**src/atd_pkg.sv**
```systemverilog
package atd_pkg;
    // register byte addresses
    localparam logic [7:0] ATD_ADDR_CTRL_A  = 8'h06;
    localparam logic [7:0] ATD_ADDR_CTRL_B  = 8'h03;
    localparam logic [7:0] ATD_ADDR_DIDR    = 8'h14;

    // adc_control_a fields
    localparam int ATD_A_EN_BIT    = 7;
    localparam int ATD_A_START_BIT = 6;
    localparam int ATD_A_ATE_BIT   = 5;
    localparam int ATD_A_DONE_BIT  = 4;
    localparam logic [7:0] ATD_A_STORE_MASK = 8'h0F;

    // adc_control_b fields
    localparam int ATD_B_BIP_BIT   = 7;
    localparam int ATD_B_CMUX_BIT  = 6;
    localparam int ATD_B_IPR_BIT   = 5;
    localparam logic [7:0] ATD_B_WR_MASK  = 8'hE7;
    localparam logic [7:0] ATD_B_RSV_MASK = 8'h18;

    // digital_input_disable_0: six live bits, two top bits read zero
    localparam int         ATD_DIDR_W       = 6;
    localparam logic [7:0] ATD_DIDR_RESET   = 8'h00;
    localparam logic [7:0] ATD_CTRL_RESET   = 8'h00;

    // trigger source codes
    localparam int         ATD_SEL_W        = 3;
    localparam logic [2:0] ATD_SRC_FREE     = 3'h0;
    localparam logic [2:0] ATD_SRC_COMP     = 3'h1;
    localparam logic [2:0] ATD_SRC_EXT0     = 3'h2;
    localparam logic [2:0] ATD_SRC_CMPA     = 3'h3;
    localparam logic [2:0] ATD_SRC_OVF      = 3'h4;
    localparam logic [2:0] ATD_SRC_CMPB     = 3'h5;
    localparam logic [2:0] ATD_SRC_PCINT    = 3'h6;
    localparam int         ATD_NUM_FLAGS    = 6;
endpackage

```
**src/atd_trig_if.sv**
```systemverilog
`timescale 1ns/1ps
`default_nettype none
interface atd_trig_if;
    import atd_pkg::*;
    logic [ATD_SEL_W-1:0]     sel;
    logic [ATD_NUM_FLAGS-1:0] peer_flags;
    logic                     done_flag;
    logic                     auto_en;
    logic                     conv_en;
    logic                     trig;
    modport ctl (output sel, output peer_flags, output done_flag, output auto_en,
                 output conv_en, input trig);
    modport trg (input sel, input peer_flags, input done_flag, input auto_en,
                 input conv_en, output trig);
endinterface
`default_nettype wire

```
**src/atd_top.sv**
```systemverilog
// Functional notes
// - polarity bit swaps the differential input pair
// - control b bits 4 and 3 read zero
// - trigger select ignored unless auto trigger on
// - rising edge of selected flag starts conversion
// - switching clear source to set source triggers
// - switching to free running never triggers
// - select codes map to the seven sources
// - disable bit turns off pin input buffer
// - disabled pin reads back as zero
// - auto trigger enable bit starts on edges
// - done flag set on completion, free-run trigger
// - bipolar bit selects signed nine-bit mode
//
// Decided for this implementation: strobed register access.
`timescale 1ns/1ps
`default_nettype none
module atd_top
    import atd_pkg::*;
(
    input  wire logic                     sys_clk_in,
    input  wire logic                     rst_in,
    input  wire logic [7:0]               addr_in,
    input  wire logic [7:0]               wdata_in,
    input  wire logic                     wr_in,
    input  wire logic                     rd_in,
    output logic      [7:0]               rdata_out,
    input  wire logic [ATD_NUM_FLAGS-1:0] peer_flags_in,
    input  wire logic                     conversion_done_in,
    input  wire logic                     conversion_busy_in,
    input  wire logic [1:0]               diff_pos_ch_in,
    input  wire logic [1:0]               diff_neg_ch_in,
    output logic [1:0]                    gain_pos_ch_out,
    output logic [1:0]                    gain_neg_ch_out,
    output logic                          conversion_start_out,
    output logic                          converter_enable_out,
    output logic                          bipolar_mode_out,
    output logic                          comparator_mux_out,
    output logic [3:0]                    adc_misc_out,
    input  wire logic [ATD_DIDR_W-1:0]    pin_raw_in,
    output logic [ATD_DIDR_W-1:0]         pin_read_out,
    output logic [ATD_DIDR_W-1:0]         input_buffer_disable_out
);
    atd_trig_if tif ();

    logic                    converter_enable_q;
    logic                    auto_trigger_enable_q;
    logic                    conversion_done_flag_q;
    logic [3:0]              misc_q;
    logic                    bipolar_mode_q;
    logic                    comparator_mux_q;
    logic                    input_polarity_reverse_q;
    logic [ATD_SEL_W-1:0]    trigger_source_select_q;
    logic [ATD_DIDR_W-1:0]   didr_q;
    logic [ATD_DIDR_W-1:0]   didr_d;
    logic [7:0]              rdata_q;
    logic                    start_q;
    logic [1:0]              pos_q;
    logic [1:0]              neg_q;
    logic                    wr_a;
    logic                    wr_b;
    logic                    wr_didr;
    logic                    sw_start;

    function automatic logic hit(input logic [7:0] a, input logic [7:0] target);
        hit = (a == target);
    endfunction

    assign wr_a     = wr_in && hit(addr_in, ATD_ADDR_CTRL_A);
    assign wr_b     = wr_in && hit(addr_in, ATD_ADDR_CTRL_B);
    assign wr_didr  = wr_in && hit(addr_in, ATD_ADDR_DIDR);
    assign sw_start = wr_a && wdata_in[ATD_A_START_BIT];

    // control a
    always_ff @(posedge sys_clk_in) begin
        if (rst_in) begin
            converter_enable_q    <= 1'b0;
            auto_trigger_enable_q <= 1'b0;
            misc_q                <= ATD_CTRL_RESET[3:0];
        end else if (wr_a) begin
            converter_enable_q    <= wdata_in[ATD_A_EN_BIT];
            auto_trigger_enable_q <= wdata_in[ATD_A_ATE_BIT];
            misc_q                <= wdata_in[3:0] & ATD_A_STORE_MASK[3:0];
        end
    end

    // done flag: a completion in the same cycle as a write-one clear wins
    always_ff @(posedge sys_clk_in) begin
        if (rst_in) begin
            conversion_done_flag_q <= 1'b0;
        end else if (conversion_done_in) begin
            conversion_done_flag_q <= 1'b1;
        end else if (wr_a && wdata_in[ATD_A_DONE_BIT]) begin
            conversion_done_flag_q <= 1'b0;
        end
    end

    // control b
    always_ff @(posedge sys_clk_in) begin
        if (rst_in) begin
            bipolar_mode_q           <= 1'b0;
            comparator_mux_q         <= 1'b0;
            input_polarity_reverse_q <= 1'b0;
            trigger_source_select_q  <= ATD_SRC_FREE;
        end else if (wr_b) begin
            bipolar_mode_q           <= wdata_in[ATD_B_BIP_BIT];
            comparator_mux_q         <= wdata_in[ATD_B_CMUX_BIT];
            input_polarity_reverse_q <= wdata_in[ATD_B_IPR_BIT];
            trigger_source_select_q  <= wdata_in[ATD_SEL_W-1:0];
        end
    end

    // input disable
    always_comb begin
        didr_d = didr_q;
        if (wr_didr) begin
            didr_d = wdata_in[ATD_DIDR_W-1:0];
        end
    end

    always_ff @(posedge sys_clk_in) begin
        if (rst_in) begin
            didr_q <= ATD_DIDR_RESET[ATD_DIDR_W-1:0];
        end else begin
            didr_q <= didr_d;
        end
    end

    // readback is masked with the next disable value so the output never lags the register
    always_ff @(posedge sys_clk_in) begin
        if (rst_in) begin
            pin_read_out <= '0;
        end else begin
            pin_read_out <= pin_raw_in & ~didr_d;
        end
    end

    // read port: data only in the cycle after the strobe, unmapped reads zero
    always_ff @(posedge sys_clk_in) begin
        if (rst_in) begin
            rdata_q <= 8'h00;
        end else if (rd_in) begin
            if (hit(addr_in, ATD_ADDR_CTRL_A)) begin
                rdata_q <= {converter_enable_q, conversion_busy_in, auto_trigger_enable_q,
                            conversion_done_flag_q, misc_q};
            end else if (hit(addr_in, ATD_ADDR_CTRL_B)) begin
                rdata_q <= {bipolar_mode_q, comparator_mux_q, input_polarity_reverse_q,
                            2'h0, trigger_source_select_q} & ~ATD_B_RSV_MASK;
            end else if (hit(addr_in, ATD_ADDR_DIDR)) begin
                rdata_q <= {2'h0, didr_q};
            end else begin
                rdata_q <= 8'h00;
            end
        end else begin
            rdata_q <= 8'h00;
        end
    end

    assign tif.sel        = trigger_source_select_q;
    assign tif.peer_flags = peer_flags_in;
    assign tif.done_flag  = conversion_done_flag_q;
    assign tif.auto_en    = auto_trigger_enable_q;
    assign tif.conv_en    = converter_enable_q;

    atd_trig_edge u_trig (
        .sys_clk_in (sys_clk_in),
        .rst_in     (rst_in),
        .tif        (tif)
    );

    // start request: auto trigger pulse or a software start while enabled
    always_ff @(posedge sys_clk_in) begin
        if (rst_in) begin
            start_q <= 1'b0;
        end else begin
            start_q <= tif.trig || (sw_start && (converter_enable_q || wdata_in[ATD_A_EN_BIT]));
        end
    end

    // polarity swap of the differential pair feeding the gain stage
    always_ff @(posedge sys_clk_in) begin
        if (rst_in) begin
            pos_q <= 2'h0;
            neg_q <= 2'h0;
        end else if (input_polarity_reverse_q) begin
            pos_q <= diff_neg_ch_in;
            neg_q <= diff_pos_ch_in;
        end else begin
            pos_q <= diff_pos_ch_in;
            neg_q <= diff_neg_ch_in;
        end
    end

    assign rdata_out                = rdata_q;
    assign conversion_start_out     = start_q;
    assign converter_enable_out     = converter_enable_q;
    assign bipolar_mode_out         = bipolar_mode_q;
    assign comparator_mux_out       = comparator_mux_q;
    assign adc_misc_out             = misc_q;
    assign input_buffer_disable_out = didr_q;
    assign gain_pos_ch_out          = pos_q;
    assign gain_neg_ch_out          = neg_q;
endmodule
`default_nettype wire

```
**src/atd_trig_edge.sv**
```systemverilog
`timescale 1ns/1ps
`default_nettype none
module atd_trig_edge
    import atd_pkg::*;
(
    input  wire logic sys_clk_in,
    input  wire logic rst_in,
    atd_trig_if.trg   tif
);
    logic [ATD_NUM_FLAGS-1:0] meta_q;
    logic [ATD_NUM_FLAGS-1:0] sync_q;
    logic                     prev_q;
    logic [ATD_SEL_W-1:0]     sel_q;
    logic                     trig_q;
    logic                     cur;
    logic                     to_free;

    // source decode; code 7 has no flag behind it
    function automatic logic pick(input logic [ATD_SEL_W-1:0] s,
                                  input logic [ATD_NUM_FLAGS-1:0] f,
                                  input logic d);
        case (s)
            ATD_SRC_FREE:  pick = d;
            ATD_SRC_COMP:  pick = f[0];
            ATD_SRC_EXT0:  pick = f[1];
            ATD_SRC_CMPA:  pick = f[2];
            ATD_SRC_OVF:   pick = f[3];
            ATD_SRC_CMPB:  pick = f[4];
            ATD_SRC_PCINT: pick = f[5];
            default:       pick = 1'b0;
        endcase
    endfunction

    always_ff @(posedge sys_clk_in) begin
        if (rst_in) begin
            meta_q <= '0;
            sync_q <= '0;
        end else begin
            meta_q <= tif.peer_flags;
            sync_q <= meta_q;
        end
    end

    assign cur     = pick(tif.sel, sync_q, tif.done_flag);
    // moving onto free running must not fire off an already set done flag
    assign to_free = (tif.sel == ATD_SRC_FREE) && (sel_q != ATD_SRC_FREE);

    always_ff @(posedge sys_clk_in) begin
        if (rst_in) begin
            prev_q <= 1'b0;
            sel_q  <= ATD_SRC_FREE;
            trig_q <= 1'b0;
        end else begin
            prev_q <= cur;
            sel_q  <= tif.sel;
            // a source switch from clear to set is an edge as well
            trig_q <= tif.auto_en && tif.conv_en && cur && !prev_q && !to_free;
        end
    end

    assign tif.trig = trig_q;
endmodule
`default_nettype wire

```
**config.mk**
```make
export PLATFORM = sky130hd
export DESIGN_NAME = atd_top
export DESIGN_NICKNAME = d
export VERILOG_FILES = /design/src/atd_pkg.sv /design/src/atd_trig_if.sv /design/src/atd_top.sv /design/src/atd_trig_edge.sv
export SDC_FILE = /design/constraint.sdc
export NUM_CORES = 1
export LEC_CHECK = 0
export ABC_AREA = 0
export BUFFER_PORTS_ARGS = -buffer_cell sky130_fd_sc_hd__buf_4
export CAP_MARGIN = 10
export CORE_AREA = 3 3 69 71
export DETAILED_ROUTE_END_ITERATION = 8
export DIE_AREA = 0 0 72 74
export HOLD_SLACK_MARGIN = 0.02
export PLACE_DENSITY = 0.83
export SLEW_MARGIN = 30
export SYNTH_ARGS = -nofsm -noshare
export SYNTH_HDL_FRONTEND = slang
export SYNTH_HIERARCHICAL = 1
export SYNTH_SLANG_ARGS = --single-unit
```
**constraint.sdc**
```tcl
create_clock -name sys_clk_in -period 3.21 [get_ports sys_clk_in]
set_input_delay 0.963 -clock sys_clk_in [delete_from_list [all_inputs] [get_ports sys_clk_in]]
set_output_delay 0.963 -clock sys_clk_in [all_outputs]
set_load 0.03 [all_outputs]
```
After elaboration in Yosys (flattened, before gate mapping)
Index checks and enable logic that the tools add are counted.

word-level totals
  register bits after elaboration = 55
  input port bits = 38

operators by class
  bitwise operators = 3
  equal/unequal tests = 9
  reduce and logical (&&, ||, !) cells = 19
  muxes and demuxes = 9

operators with widths
  operator                                       number
  two-way mux 8 bit                              2
  two-way mux 6 bit                              2
  logical AND 1 bit                              11
  == test 3 bit, second input constant           3
  == test 8 x 2 -> 1 bit, second input constant  1
  == test 8 x 3 -> 1 bit, second input constant  1
  == test 8 x 5 -> 1 bit, second input constant  1
  case mux 1 bit (7 select lines)                1
  AND 6 bit                                      1
  == test 3 x 2 -> 1 bit, second input constant  2
  NOT 6 bit                                      1
  two-way mux 2 bit                              2
  == test 3 x 1 -> 1 bit, second input constant  1
  logical NOT 3 bit                              1
  nonzero test 3 bit                             1
  logical NOT 1 bit                              2
  logical OR 1 bit                               2
  two-way mux 1 bit                              2
  nonzero test 2 bit                             1
  OR reduction 2 bit                             1
  NOT 1 bit                                      1

Longest topological paths before layout
  word-level depth = 5
  mapped depth = 5
  mapped depth without buffers = 3

By module
Netlist, hierarchy kept.

by module, submodules not included
  module         times used  seq. area each (um2)  area an instance (um2)  cells an instance
  atd_top        1           760.7                 1712.9                  170
  atd_trig_edge  1           340.3                 555.5                   47

Least setup slack after synthesis
No wires, ideal clock.

  path kind = input port to flip-flop
  start = in addr_in[3]
  end = reg misc_q[0] (netlist: adc_misc_out[0])
  data arrival time = 2.256 ns
  library setup time = 0.072 ns
  stages = 5
  path slack = 0.882 ns
  required time = 3.138 ns
  path through = or4_1 buf_2 buf_6 nor3_4 mux2i_1

between the ends
  longest elaborated chain between the ends = 2

ends and longest elaborated chain
  what                    line           text
  start, declared         atd_top.sv:23  input wire logic [7:0] addr_in,
  == test 8 x 3 -> 1 bit  atd_top.sv:66  hit = (a == target);
  logical AND 1 bit       atd_top.sv:69  assign wr_a = wr_in && hit(addr_in, ATD_ADDR_CTRL_A);
  end signal, assigned    atd_top.sv:79  misc_q <= ATD_CTRL_RESET[3:0];
  end signal, assigned    atd_top.sv:83  misc_q <= wdata_in[3:0] & ATD_A_STORE_MASK[3:0];
  end, declared           atd_top.sv:49  logic [3:0] misc_q;

Every way passes these cells.
A chain may end at the register's enable or synchronous reset.

Final worst setup path
  start = in addr_in[3]
  end = reg pin_read_out[5]

between the ends
  longest elaborated chain between the ends = 5

ends and longest elaborated chain
  what                    line            text
  == test 8 x 5 -> 1 bit  atd_top.sv:66
  logical AND 1 bit       atd_top.sv:71   assign wr_didr = wr_in && hit(addr_in, ATD_ADDR_DIDR);
  two-way mux 6 bit       atd_top.sv:116  if (wr_didr) begin
  NOT 6 bit               atd_top.sv:134  pin_read_out <= pin_raw_in & ~didr_d;
  AND 6 bit               atd_top.sv:134
  end signal, assigned    atd_top.sv:134
  end, declared           atd_top.sv:41   output logic [ATD_DIDR_W-1:0] pin_read_out,

Every way passes these cells.

==> impl_metrics.csv <==
group,metric,value,unit
run_status,status,"complete, no violations",
timing,tightestPinTransition,0.6122,ns
routing,vias,1828,
cells_and_area,drive_above_1_share,0.3082,
logic_synthesis,yosysTopAreaCell,"dfxtp_1",
place,dp_slack,0.4359,ns
critical_path,cp.required,3.42,ns
grt,grt_pass1_vias,1668,
logic_synthesis,synth-seq-cells,55,
logic_synthesis,synth_xor_area_frac,0,
critical_path,end_kind,"flip-flop",
cells_and_area,syn_to_final_growth,26.37,%
critical_path,critPathKind,"in -> reg",
place,dp_hpwl,3.574,mm
timing,finalSetupViolCount,0,
logic_synthesis,ys_seq_area_frac,0.4854,
timing,min_period_over_period,0.7625,
logic_synthesis,yosys.area_share.adder,0,
clock_tree,cts_resized,0,
timing,finalMaxSlewViolations,0,
power,combPwrFrac,0.109,
routing,routed_wl,4.982,mm
clock_tree,cts_sinks,55,
cells_and_area,n_antenna_cell,0,
grt,grt_overflow_total,0,
clock_tree,numCtsBuffers,5,
critical_path,crit_arrival,2.66,ns
floorplanning,start_util,0.5283,
logic_synthesis,synthTopCellsByArea,"dfxtp_1, mux2i_1, nand2b_1, nor2b_1, a2111oi_2",
power,p_leak,1.208,nW
critical_path,critPathLaunchType,"input port",
job,maxCapViolCount,0,
clock_tree,h-tree-depth,2,
power,p_sw_frac,0.2289,
floorplanning,die_w,72,um
logic_synthesis,yosys.area.top_type_share,0.4854,
logic_synthesis,yosysWarnings,6,
routing,vias_per_cell,5.523,
clock_tree,path_clk_slew,0.09,ns
cells_and_area,layout.nets,318,
logic_synthesis,synth_top_family_by_area,"simple AND/OR/NAND/NOR gates",
grt,track_usage,0.1886,
logic_synthesis,synth.avg_cell_area,10.45,um2
critical_path,path_max_fanout,15,
clock_tree,cts_hold_buf,0,
logic_synthesis,synth_compound_area_frac,0.1329,
cells_and_area,multi_input_area,0.001072,mm2
timing,setup_ws,0.7625,ns
routing,drc,0,
floorplanning,core_area,0.004294,mm2
clock_tree,clock_latency,0.30,ns
clock_tree,cts_buffer_depth,2,
logic_synthesis,synthSimpleGateAreaFrac,0.2471,
power,p_sw,0.2685,mW
logic_synthesis,synth_area,0.002268,mm2
power,p_int,0.9047,mW
routing,drt_first_pass_iters,6,
timing,finalHoldViolations,0,
timing,grt_setup_unrepaired,"no",
clock_tree,cts_tree,"done",
cells_and_area,final_common_cell,"buf_4",
logic_synthesis,syn_nets,255,
place,gp_congestion,0.7641,
place,portBuffers,69,
power,clock_power_share,0.293,
floorplanning,die_area,0.005328,mm2
grt,grt_max_degree,54,
grt,grt_pass1_wl,7.741,mm
cells_and_area,seq_area,0.001101,mm2
logic_synthesis,synthMuxAreaShare,0.09266,
logic_synthesis,synthCells,217,
power,ir_worst_vdd,275.6,uV
floorplanning,rows,24,
hold_path,min_path_type,"reg -> reg",
timing,min_period,2.448,ns
power,p_per_area,409.3,mW/mm2
timing,slew_headroom,0.5911,
timing,max_freq,0.4086,GHz
timing,fin_skew,0.006256,ns
clock_tree,root_buffer,"clkbuf_8",
routing,drtAntennaViolNets,0,
cells_and_area,fill_cells,347,
clock_tree,postCtsSetupBuffers,0,
floorplanning,ios,70,
cells_and_area,layout_common_cells,"buf_4, dfxtp_1, nand2b_1, mux2i_1, nor2b_1",
timing,fin_setup_tns,0,ns
routing,drt_iter0_markers,108,
routing,wl_per_cell,15.05,um
power,pwr-share-seq,0.598,
logic_synthesis,ys_types,35,
grt,antenna_found_initial,0,
floorplanning,die_h,74,um
-- registers in the layout, summed over array words and instances (netlist names), 2 cells and up --
signal / count
gain_neg_ch_out: 2
gain_pos_ch_out: 2
adc_misc_out: 4
u_trig/sel_q: 3
u_trig/meta_q: 6
tif.sel: 3
pin_read_out: 6
input_buffer_disable_out: 6
u_trig/sync_q: 6
rdata_out: 8
-- cell families (layout without fill, tap and decap cells) --
logic type,count (synthesis),count (layout)
buf+inv,21,83
mux,21,21
flops,55,55
simple gates,86,86
compound gates,34,34
-- worst paths after layout --
| check | startpoint | end | slack [ns] | depth (start not counted) |
|---|---|---|---|---|
| max | addr_in[3] | pin_read_out[5] | 0.76 | 4 |
| min | u_trig/meta_q[1] | u_trig/sync_q[1] | 0.44 | 1 |
| max reg2reg | tif.sel[0] | u_trig/tif.trig | 1.86 | 3 |
| min reg2reg | u_trig/meta_q[1] | u_trig/sync_q[1] | 0.44 | 1 |
-- per-layer routing --
layer  wire, um  vias up  GRT usage
li1           -      908          -
met1       2178      852     0.2464
met2       2422       64     0.3071
met3        340        4    0.05270
met4         40        0    0.05637
met5          0        -          0
-- cell type report --
cell class                      count  share of cell area
Tap cell                           52             0.02270
Timing Repair Buffer               71              0.1859
Inverter                            6            0.007857
Sequential cell                    55              0.3841
Clock buffer                        6             0.02532
Multi-Input combinational cell    141              0.3741
-- cells in the mapped netlist, drive strengths merged --
library cell / count
dfxtp: 55
nand2b: 25
mux2i: 21
nor2b: 19
clkbuf: 12
nor4: 8
and3b: 6
inv: 6
nand3: 6
nor2: 6
nor3: 6
a2111oi: 5
a211oi: 4
a22oi: 4
o211ai: 4
o31a: 4
a21oi: 3
buf: 3
nand4: 3
o31ai: 3
a41oi: 2
and4b: 2
nand2: 2
a31o: 1
nand3b: 1
nor4bb: 1
o21a: 1
o21ba: 1
o221a: 1
o41ai: 1
or4: 1
-- worst max-delay path, cell delays in order --
cell,delay [ns]
buf_4,0.12
or4_1,0.84
o31a_1,0.41
a2111oi_2,0.32
-- power groups by stage --
stage	Sequential [mW]	Clock [mW]	Combinational, mW
after floorplan	0.731	0	0.0526
after global placement	0.718	0	0.126
after detailed placement	0.718	0	0.127
after CTS	0.702	0.354	0.128
after global routing	0.703	0.379	0.138
final	0.702	0.344	0.128
-- per-stage QoR --
stage          power [mW]  cell area [um2]    util  hold WS [ns]  instances
2_1_floorplan      0.7836             2268       -        0.4138        217
5_1_grt             1.221             2867  0.6675        0.4627        331
3_5_place_dp       0.8453             2794  0.6506        0.4248        325
4_1_cts             1.184             2867  0.6675        0.4450        331
6_report            1.173             2867  0.6675        0.4400        331
3_3_place_gp       0.8432             2794  0.6506        0.4185        325
Power figures use the tool's default switching activity.
